<file path="src/hdl/dsf_map.vh">
`ifndef DSF_MAP_VH
`define DSF_MAP_VH

// Word indices on the register bus; the byte address is four times the index.
`define DSF_IDX_CTRL 6'h16
`define DSF_IDX_OWN_ADDR 6'h17
`define DSF_IDX_EXT_ADDR 6'h18
`define DSF_IDX_STATUS 6'h19
`define DSF_IDX_TX_DATA 6'h1a
`define DSF_IDX_RX_DATA 6'h1b
`define DSF_IDX_IRQ_STATUS 6'h1c
`define DSF_IDX_IRQ_MASK 6'h1d

// Flag status register bit positions.
`define DSF_ST_RX_IRQ 7
`define DSF_ST_TX_IRQ 6
`define DSF_ST_MATCH 5
`define DSF_ST_SLAVE_DIR 4
`define DSF_ST_ACK_SEEN_N 3
`define DSF_ST_CLK_FALL 2
`define DSF_ST_TX_EMPTY 1
`define DSF_ST_RX_FULL 0

// Control register bit positions.
`define DSF_CTRL_MODULE_ON 0
`define DSF_CTRL_ONE_WAY 1
`define DSF_CTRL_EXT_ADDR 2

// Interrupt status and mask bit positions.
`define DSF_IRQ_RX 0
`define DSF_IRQ_TX 1
`define DSF_IRQ_MATCH 2
`define DSF_IRQ_CLK_FALL 3
`define DSF_IRQ_NACK 4

// Reset values.
`define DSF_STATUS_RST 8'h0a
`define DSF_TX_DATA_RST 8'hff
`define DSF_RX_DATA_RST 8'h00
`define DSF_CTRL_RST 3'h0
`define DSF_ADDR_RST 7'h00
`define DSF_IRQ_RST 5'h00

// Bits in one serial byte.
`define DSF_BYTE_BITS 4'h8

`endif

</file>
<file path="src/hdl/dsf_top.v">
// Summary of operation
// - Reset clears status except ack and tx-empty
// - Received byte loaded sets receive interrupt flag
// - Full receive register blocks further loads
// - Receive flag cleared by zero write or disable
// - Transmit flag set before transmit data load
// - Transmit flag cleared by zero write or disable
// - Own or extended address match sets flag
// - Direction bit updated after calling address
// - One-way mode forces direction one; resets zero
// - Ack bit records receiver ack per byte
// - No ack releases data line for master
// - Clock falling edge sets flag in one-way mode
// - Edge flag cleared by zero, mode, disable
// - Transmit empty cleared on write, set on load
// - Receive full cleared on read, set on load
`timescale 1ns/100ps
`include "dsf_map.vh"
module dsf_top (
	input wire SYS_CLK,
	input wire RST,
	input wire [7:0] AVS_ADDRESS,
	input wire AVS_READ,
	input wire AVS_WRITE,
	input wire [3:0] AVS_BYTEENABLE,
	input wire [31:0] AVS_WRITEDATA,
	output wire [31:0] AVS_READDATA,
	output wire AVS_WAITREQUEST,
	output wire IRQ,
	input wire SCL_IN,
	output wire SCL_OUT,
	output wire SCL_OE_N,
	input wire SDA_IN,
	output wire SDA_OUT,
	output wire SDA_OE_N
);
	localparam S_IDLE = 3'h0;
	localparam S_ADDR = 3'h1;
	localparam S_ACK = 3'h2;
	localparam S_RX = 3'h3;
	localparam S_LOAD = 3'h4;
	localparam S_TX = 3'h5;
	localparam S_TXACK = 3'h6;

	function sel;
		input [5:0] idx;
		input [5:0] target;
		begin
			sel = (idx == target);
		end
	endfunction

	wire scl_s;
	wire sda_s;
	wire scl_rise;
	wire scl_fall;
	wire bus_start;
	wire bus_stop;

	dsf_sync #(.W(2)) u_sync (
		.clk(SYS_CLK),
		.rst(RST),
		.din({SCL_IN, SDA_IN}),
		.dout({scl_s, sda_s})
	);

	dsf_cond u_cond (
		.clk(SYS_CLK),
		.rst(RST),
		.scl(scl_s),
		.sda(sda_s),
		.scl_rise(scl_rise),
		.scl_fall(scl_fall),
		.bus_start(bus_start),
		.bus_stop(bus_stop)
	);

	// Register bus: every access waits one cycle, then completes.
	reg done_q;
	reg [31:0] rdata_q;
	wire req = AVS_READ | AVS_WRITE;
	wire wr_go = AVS_WRITE & done_q;
	wire rd_go = AVS_READ & done_q;
	wire wr_lo = wr_go & AVS_BYTEENABLE[0];
	wire [5:0] idx = AVS_ADDRESS[7:2];
	wire [7:0] wbyte = AVS_WRITEDATA[7:0];

	assign AVS_WAITREQUEST = req & ~done_q;
	assign AVS_READDATA = rdata_q;

	reg [2:0] ctrl_q;
	reg [6:0] own_addr_q;
	reg [6:0] ext_addr_q;
	reg [7:0] tx_data_reg_q;
	reg [7:0] rx_data_reg_q;
	reg [4:0] irq_st_q;
	reg [4:0] irq_mask_q;

	reg rx_irq_flag_q;
	reg tx_irq_flag_q;
	reg match_q;
	reg slave_dir_flag_q;
	reg ack_seen_n_q;
	reg clk_fall_flag_q;
	reg tx_buf_empty_q;
	reg rx_buf_full_q;

	wire module_on = ctrl_q[`DSF_CTRL_MODULE_ON];
	wire one_way_mode_on = ctrl_q[`DSF_CTRL_ONE_WAY];
	wire ext_addr_on = ctrl_q[`DSF_CTRL_EXT_ADDR];
	wire eng_on = module_on & ~one_way_mode_on;

	wire [7:0] status = {rx_irq_flag_q, tx_irq_flag_q, match_q, slave_dir_flag_q,
		ack_seen_n_q, clk_fall_flag_q, tx_buf_empty_q, rx_buf_full_q};

	wire wr_status = wr_lo & sel(idx, `DSF_IDX_STATUS);
	wire wr_tx_data = wr_lo & sel(idx, `DSF_IDX_TX_DATA);
	wire rd_rx_data = rd_go & sel(idx, `DSF_IDX_RX_DATA);
	wire rd_irq_st = rd_go & sel(idx, `DSF_IDX_IRQ_STATUS);

	always @(posedge SYS_CLK) begin
		if (RST) begin
			done_q <= 1'b0;
			rdata_q <= 32'h0000_0000;
		end else begin
			done_q <= req & ~done_q;
			if (AVS_READ & ~done_q) begin
				case (idx)
				`DSF_IDX_CTRL: rdata_q <= {29'h0, ctrl_q};
				`DSF_IDX_OWN_ADDR: rdata_q <= {25'h0, own_addr_q};
				`DSF_IDX_EXT_ADDR: rdata_q <= {25'h0, ext_addr_q};
				`DSF_IDX_STATUS: rdata_q <= {24'h0, status};
				`DSF_IDX_TX_DATA: rdata_q <= {24'h0, tx_data_reg_q};
				`DSF_IDX_RX_DATA: rdata_q <= {24'h0, rx_data_reg_q};
				`DSF_IDX_IRQ_STATUS: rdata_q <= {27'h0, irq_st_q};
				`DSF_IDX_IRQ_MASK: rdata_q <= {27'h0, irq_mask_q};
				default: rdata_q <= 32'h0000_0000;
				endcase
			end
		end
	end

	// Configuration registers.
	always @(posedge SYS_CLK) begin
		if (RST) begin
			ctrl_q <= `DSF_CTRL_RST;
			own_addr_q <= `DSF_ADDR_RST;
			ext_addr_q <= `DSF_ADDR_RST;
			irq_mask_q <= `DSF_IRQ_RST;
			tx_data_reg_q <= `DSF_TX_DATA_RST;
		end else begin
			if (wr_lo & sel(idx, `DSF_IDX_CTRL))
				ctrl_q <= wbyte[2:0];
			if (wr_lo & sel(idx, `DSF_IDX_OWN_ADDR))
				own_addr_q <= wbyte[6:0];
			if (wr_lo & sel(idx, `DSF_IDX_EXT_ADDR))
				ext_addr_q <= wbyte[6:0];
			if (wr_lo & sel(idx, `DSF_IDX_IRQ_MASK))
				irq_mask_q <= wbyte[4:0];
			if (wr_tx_data)
				tx_data_reg_q <= wbyte;
		end
	end

	// Serial engine state.
	reg [2:0] state_q;
	reg [3:0] cnt_q;
	reg [7:0] sh_q;
	reg ack_on_q;
	reg next_tx_q;
	reg sda_oe_n_q;
	reg scl_oe_n_q;

	wire [7:0] byte_in = {sh_q[6:0], sda_s};
	wire last_bit = scl_rise & (cnt_q == `DSF_BYTE_BITS - 4'h1);
	wire addr_done = eng_on & (state_q == S_ADDR) & last_bit;
	wire addr_ok = addr_done & ((byte_in[7:1] == own_addr_q) |
		(ext_addr_on & (byte_in[7:1] == ext_addr_q)));
	wire rx_done = eng_on & (state_q == S_RX) & last_bit;
	// A byte that arrives while the receive register is still unread is dropped.
	wire rx_load = (addr_ok | rx_done) & ~rx_buf_full_q;
	wire enter_load = eng_on & scl_fall & ~bus_start & ~bus_stop &
		(((state_q == S_ACK) & ack_on_q & next_tx_q) |
		((state_q == S_TXACK) & (cnt_q == `DSF_BYTE_BITS + 4'h1) & ~ack_seen_n_q));
	wire tx_load = eng_on & (state_q == S_LOAD) & ~tx_buf_empty_q;
	wire nack_seen = eng_on & (state_q == S_TXACK) & scl_rise & sda_s;
	wire clk_fall_ev = module_on & one_way_mode_on & scl_fall;

	always @(posedge SYS_CLK) begin
		if (RST | ~eng_on) begin
			state_q <= S_IDLE;
			cnt_q <= 4'h0;
			sh_q <= 8'h00;
			ack_on_q <= 1'b0;
			next_tx_q <= 1'b0;
		end else if (bus_start) begin
			state_q <= S_ADDR;
			cnt_q <= 4'h0;
			ack_on_q <= 1'b0;
		end else if (bus_stop) begin
			state_q <= S_IDLE;
			ack_on_q <= 1'b0;
		end else begin
			case (state_q)
			S_ADDR, S_RX: begin
				if (scl_rise) begin
					sh_q <= byte_in;
					cnt_q <= cnt_q + 4'h1;
				end
				if (addr_done & ~addr_ok)
					state_q <= S_IDLE;
				else if (addr_done | rx_done) begin
					state_q <= S_ACK;
					next_tx_q <= addr_done & byte_in[0];
				end
			end
			S_ACK: begin
				if (scl_fall) begin
					ack_on_q <= ~ack_on_q;
					if (ack_on_q) begin
						cnt_q <= 4'h0;
						state_q <= next_tx_q ? S_LOAD : S_RX;
					end
				end
			end
			S_LOAD: begin
				if (tx_load) begin
					sh_q <= tx_data_reg_q;
					cnt_q <= 4'h0;
					state_q <= S_TX;
				end
			end
			S_TX: begin
				if (scl_rise)
					cnt_q <= cnt_q + 4'h1;
				if (scl_fall) begin
					if (cnt_q == `DSF_BYTE_BITS)
						state_q <= S_TXACK;
					else
						sh_q <= {sh_q[6:0], 1'b0};
				end
			end
			S_TXACK: begin
				if (scl_rise)
					cnt_q <= `DSF_BYTE_BITS + 4'h1;
				if (nack_seen)
					state_q <= S_IDLE;
				else if (enter_load)
					state_q <= S_LOAD;
			end
			default: state_q <= S_IDLE;
			endcase
		end
	end

	// Line drivers are registered; one cycle of lag is far inside a link half period.
	always @(posedge SYS_CLK) begin
		if (RST) begin
			sda_oe_n_q <= 1'b1;
			scl_oe_n_q <= 1'b1;
		end else begin
			sda_oe_n_q <= ~(eng_on & (((state_q == S_ACK) & ack_on_q) |
				((state_q == S_TX) & ~sh_q[7])));
			// With no transmit data ready the clock is held low until software writes.
			scl_oe_n_q <= ~(eng_on & (state_q == S_LOAD) & tx_buf_empty_q);
		end
	end

	assign SDA_OUT = 1'b0;
	assign SCL_OUT = 1'b0;
	assign SDA_OE_N = sda_oe_n_q;
	assign SCL_OE_N = scl_oe_n_q;

	// Flag register. Hardware sets win over a clear in the same cycle.
	always @(posedge SYS_CLK) begin
		if (RST) begin
			{rx_irq_flag_q, tx_irq_flag_q, match_q, slave_dir_flag_q, ack_seen_n_q,
				clk_fall_flag_q, tx_buf_empty_q, rx_buf_full_q} <= `DSF_STATUS_RST;
			rx_data_reg_q <= `DSF_RX_DATA_RST;
		end else if (~module_on) begin
			rx_irq_flag_q <= 1'b0;
			tx_irq_flag_q <= 1'b0;
			clk_fall_flag_q <= 1'b0;
			match_q <= 1'b0;
			tx_buf_empty_q <= 1'b1;
			rx_buf_full_q <= 1'b0;
			slave_dir_flag_q <= one_way_mode_on;
		end else begin
			// Writing one to a flag keeps it; only zeros clear.
			if (rx_load)
				rx_irq_flag_q <= 1'b1;
			else if (wr_status & ~wbyte[`DSF_ST_RX_IRQ])
				rx_irq_flag_q <= 1'b0;
			if (enter_load)
				tx_irq_flag_q <= 1'b1;
			else if (wr_status & ~wbyte[`DSF_ST_TX_IRQ])
				tx_irq_flag_q <= 1'b0;
			if (clk_fall_ev)
				clk_fall_flag_q <= 1'b1;
			else if (~one_way_mode_on | (wr_status & ~wbyte[`DSF_ST_CLK_FALL]))
				clk_fall_flag_q <= 1'b0;
			if (addr_ok)
				match_q <= 1'b1;
			else if (rx_done & ~rx_buf_full_q)
				match_q <= 1'b0;
			if (one_way_mode_on)
				slave_dir_flag_q <= 1'b1;
			else if (addr_ok)
				slave_dir_flag_q <= byte_in[0];
			if (eng_on & (state_q == S_TXACK) & scl_rise)
				ack_seen_n_q <= sda_s;
			if (tx_load)
				tx_buf_empty_q <= 1'b1;
			else if (wr_tx_data)
				tx_buf_empty_q <= 1'b0;
			if (rx_load) begin
				rx_buf_full_q <= 1'b1;
				rx_data_reg_q <= byte_in;
			end else if (rd_rx_data)
				rx_buf_full_q <= 1'b0;
		end
	end

	// Sticky interrupt causes; a read of the cause register clears them.
	wire [4:0] irq_ev = {nack_seen, clk_fall_ev, addr_ok, enter_load, rx_load};

	always @(posedge SYS_CLK) begin
		if (RST)
			irq_st_q <= `DSF_IRQ_RST;
		else if (rd_irq_st)
			irq_st_q <= irq_ev;
		else
			irq_st_q <= irq_st_q | irq_ev;
	end

	assign IRQ = |(irq_st_q & irq_mask_q);
endmodule

</file>
<file path="src/hdl/dsf_sync.v">
`timescale 1ns/100ps
module dsf_sync #(
	parameter W = 2
) (
	input wire clk,
	input wire rst,
	input wire [W-1:0] din,
	output wire [W-1:0] dout
);
	reg [W-1:0] meta_q;
	reg [W-1:0] sync_q;

	// Idle level of an open-drain line is high, so the chain resets to ones.
	always @(posedge clk) begin
		if (rst) begin
			meta_q <= {W{1'b1}};
			sync_q <= {W{1'b1}};
		end else begin
			meta_q <= din;
			sync_q <= meta_q;
		end
	end

	assign dout = sync_q;
endmodule

</file>
<file path="src/hdl/dsf_cond.v">
`timescale 1ns/100ps
module dsf_cond (
	input wire clk,
	input wire rst,
	input wire scl,
	input wire sda,
	output wire scl_rise,
	output wire scl_fall,
	output wire bus_start,
	output wire bus_stop
);
	reg scl_q;
	reg sda_q;

	always @(posedge clk) begin
		if (rst) begin
			scl_q <= 1'b1;
			sda_q <= 1'b1;
		end else begin
			scl_q <= scl;
			sda_q <= sda;
		end
	end

	assign scl_rise = scl & ~scl_q;
	assign scl_fall = ~scl & scl_q;
	// A data edge while the clock stays high marks a start or a stop.
	assign bus_start = scl & scl_q & sda_q & ~sda;
	assign bus_stop = scl & scl_q & ~sda_q & sda;
endmodule

</file>
<file path="config.mk">
export PLATFORM = sky130hd
export DESIGN_NAME = dsf_top
export DESIGN_NICKNAME = d
export VERILOG_FILES = /design/src/hdl/dsf_top.v /design/src/hdl/dsf_sync.v /design/src/hdl/dsf_cond.v
export VERILOG_INCLUDE_DIRS = /design/src /design/src/hdl
export SDC_FILE = /design/constraint.sdc
export NUM_CORES = 1
export LEC_CHECK = 0
export BUFFER_PORTS_ARGS = -buffer_cell sky130_fd_sc_hd__buf_4
export CAP_MARGIN = 40
export CORE_ASPECT_RATIO = 0.75
export CORE_UTILIZATION = 45
export CTS_BUF_LIST = sky130_fd_sc_hd__clkbuf_4 sky130_fd_sc_hd__clkbuf_8
export DETAILED_ROUTE_END_ITERATION = 16
export PLACE_DENSITY = 0.63
export SLEW_MARGIN = 20
export SYNTH_ARGS = -nofsm -noshare
export SYNTH_HDL_FRONTEND = slang
export SYNTH_SLANG_ARGS = --single-unit
</file>
<file path="constraint.sdc">
create_clock -name SYS_CLK -period 3.3 [get_ports SYS_CLK]
set_clock_uncertainty 0.15 [all_clocks]
set_input_delay 0.66 -clock SYS_CLK [delete_from_list [all_inputs] [get_ports SYS_CLK]]
set_output_delay 0.66 -clock SYS_CLK [all_outputs]
set_load 0.01 [all_outputs]
</file>
==> flow_metrics.tcl <==
set metrics [dict create \
    clock-sinks 85 \
    fin_setup_tns_ns 0 \
    cp.arrival_ns 2.75 \
    critPathMostFrequentCell "or4_1" \
    layout_commonest_cell "dfxtp_1" \
    clkTransAtPathRegs_ns 0.08 \
    clk_latency_ns 0.36 \
    status "complete, no violations" \
    rsz0062_at_grt "false" \
    async_flop_share 0 \
    period_share 0.791 \
    syn_inst 496 \
    postCtsSetupRepairBufs 0 \
    max_freq_mhz 383 \
    yosysWarnings 0 \
    slew_headroom 0.567 \
    drv_cap 0 \
    required_ns 3.44 \
    synth_top_area_frac 0.392 \
    nets 582 \
    syn_to_final_growth_pct 12.2 \
    regToRegSetupSlack_ns 0.69 \
    power_leakage_nw 1.83 \
    tightest_slew_ns 0.647 \
    synth_edf_count 0 \
    ys_seq_elements 85 \
    final_layout_size_suffix_gt1_frac 0.172 \
    layout_setup_ws_ns 0.690 \
    syn_area_per_cell_sq_um 8.76 \
    tritoncts "yes" \
    cp-end-kind "register" \
    antenna_found_initial 0 \
    track_usage 0.234 \
    seq_power_share 0.536 \
    hpwl_um 8400 \
    hp-class "reg -> reg" \
    ant_nets 0 \
    vias_per_cell 5.56 \
    most-common-layout-cells "dfxtp_1, nor2_1, nand2_1, buf_4" \
    syn_area_sq_um 4350 \
    dominantRegCellSynth "dfxtp_1" \
    pin_count 88 \
    slowest_stage "or4_1" \
    grt_max_degree 60 \
    cp_cell_sequence "nand2b_1 -> o22ai_1 -> nor2b_4 -> or4_1 -> or4_1 -> a21oi_1" \
    start_kind "register" \
    ctsHoldBuffers 0 \
    gp_congestion 0.888 \
    wl_um 11300 \
    worstPathMaxFanout 15 \
    first_global_vias 3167 \
    hold_viol_final 0 \
    ys_seq_area_frac 0.392 \
    switchingPower_uw 439 \
    ys_types 66 \
    portBuffers 32 \
    initial_core_util 0.473 \
    wl_per_cell_um 17.0 \
    die_w_um 115 \
    drc 0 \
    antenna_cells 0 \
    synth_top_area_cell "dfxtp_1" \
    fp-row-count 30 \
    post_cts_resized 0 \
    first_pass_iters 5 \
    critPathKind "reg -> reg" \
    peakVddDrop_uv 281 \
    clock_power_share 0.408 \
    die_area_sq_um 10100 \
    pre_cts_ws_ns 0.726 \
    fp.dieH_um 87.1 \
    swShare 0.228 \
    p_int_mw 1.49 \
    p_comb_frac 0.056 \
    setup_viol 0 \
    period_needed_ns 2.61 \
    grt_pass1_wl_um 17300 \
    slew_viol_final 0 \
    overflow 0 \
    p_per_area_nw_per_um2 395 \
    num_vias 3684 \
    yosys-top-cells-area "dfxtp_1, mux2i_1, buf_4, nor2_1, nand2_1" \
    core_sq_um 9200 \
    root_buffer "clkbuf_8" \
    clk_path_buf_depth 2 \
    slowest_delay_ns 0.68 \
    cts_made_buffers 9 \
    drt_iter0_drc 314 \
    cts_htree_levels 3 \
]
==> metrics by stage <==
stage / power, mW / hold slack [ns] / util / std cells / cell area (sq um)
3_3_place_gp: 1.16 / 0.242 / 0.507 / 646 / 4660
6_report: 1.93 / 0.256 / 0.530 / 662 / 4880
3_5_place_dp: 1.17 / 0.242 / 0.507 / 646 / 4660
5_1_grt: 2.00 / 0.270 / 0.530 / 662 / 4880
4_1_cts: 1.95 / 0.258 / 0.530 / 662 / 4880
2_1_floorplan: 1.14 / 0.239 / - / 521 / 4440
==> power groups by stage <==
stage               registers (mW)  clock network (mW)  logic, mW
global route                  1.04               0.847      0.118
finish                        1.03               0.786      0.108
global placement              1.06                   0      0.106
CTS                           1.03               0.811      0.107
floorplan                     1.06                   0     0.0878
detailed placement            1.06                   0      0.107
==> routing by layer <==
layer	global-route usage	wire, um	vias to the layer above
met5	0	0	-
met4	0.0708	120	0
met3	0.0605	983	14
met2	0.311	4440	142
met1	0.359	5720	1751
li1	-	-	1777
==> sequential cells by signal, indices dropped and copies added, names as in the netlist, 4 cells and up <==
signal / count
AVS_READDATA: 8
rx_data_reg_q: 8
sh_q: 8
tx_data_reg_q: 8
ext_addr_q: 7
own_addr_q: 7
irq_mask_q: 5
irq_st_q: 5
cnt_q: 4
==> worst paths after layout <==
kind / from / end / cells after the start
setup / recovery: state_q[1] / cnt_q[2] / 6
hold / removal: u_sync.meta_q[1] / u_sync.dout[1] / 1
setup reg to reg: state_q[1] / cnt_q[2] / 6
hold reg to reg: u_sync.meta_q[1] / u_sync.dout[1] / 1
==> worst max-delay path: cells and delay by family, from the launching register on <==
family	cells	cell delay (ns)
compound gates	2	0.25
simple gates	4	1.54
flops	1	0.62
==> synthesized netlist by cell type (3+ instances only) <==
master and count:
or2_2 9, clkbuf_1 20, xnor2_1 11, nor3_1 9
buf_4 28, o21ai_0 24, nand4_1 6, a211o_1 8
a21o_1 3, nand2b_1 7, nand3_1 15, nand3b_1 4
xor2_1 6, a21oi_1 26, a22oi_1 9, nand2_1 50
ha_1 3, a222oi_1 4, mux2i_1 23, inv_1 9
nor2_1 52, nor2b_1 18, mux4_2 7, a311oi_1 8
dfxtp_1 85
==> final cells by class <==
class	count	area (sq um)
clock inverter	3	42.5
multi-input combinational	375	2400
inverter	9	33.8
clock buffer	13	173
tap	128	160
fill	868	4320
timing repair buffer	49	368
sequential	85	1700
==> cells by family (layout without fill, tap and decap cells) <==
kind of cell / after synthesis / count (layout) / share of synthesized area
multiplexers: 31 / 31 / 0.0919
buffers and inverters: 61 / 74 / 0.0795
AO/OA/AOI/OAI: 107 / 107 / 0.169
other: 1 / 26 / 0.000863
AND/OR/NAND/NOR: 190 / 190 / 0.222
adder cells (fa/ha/maj): 4 / 4 / 0.0109
XOR/XNOR: 17 / 17 / 0.0343
flip-flops: 85 / 85 / 0.392
(Power assumes the default switching activity.)
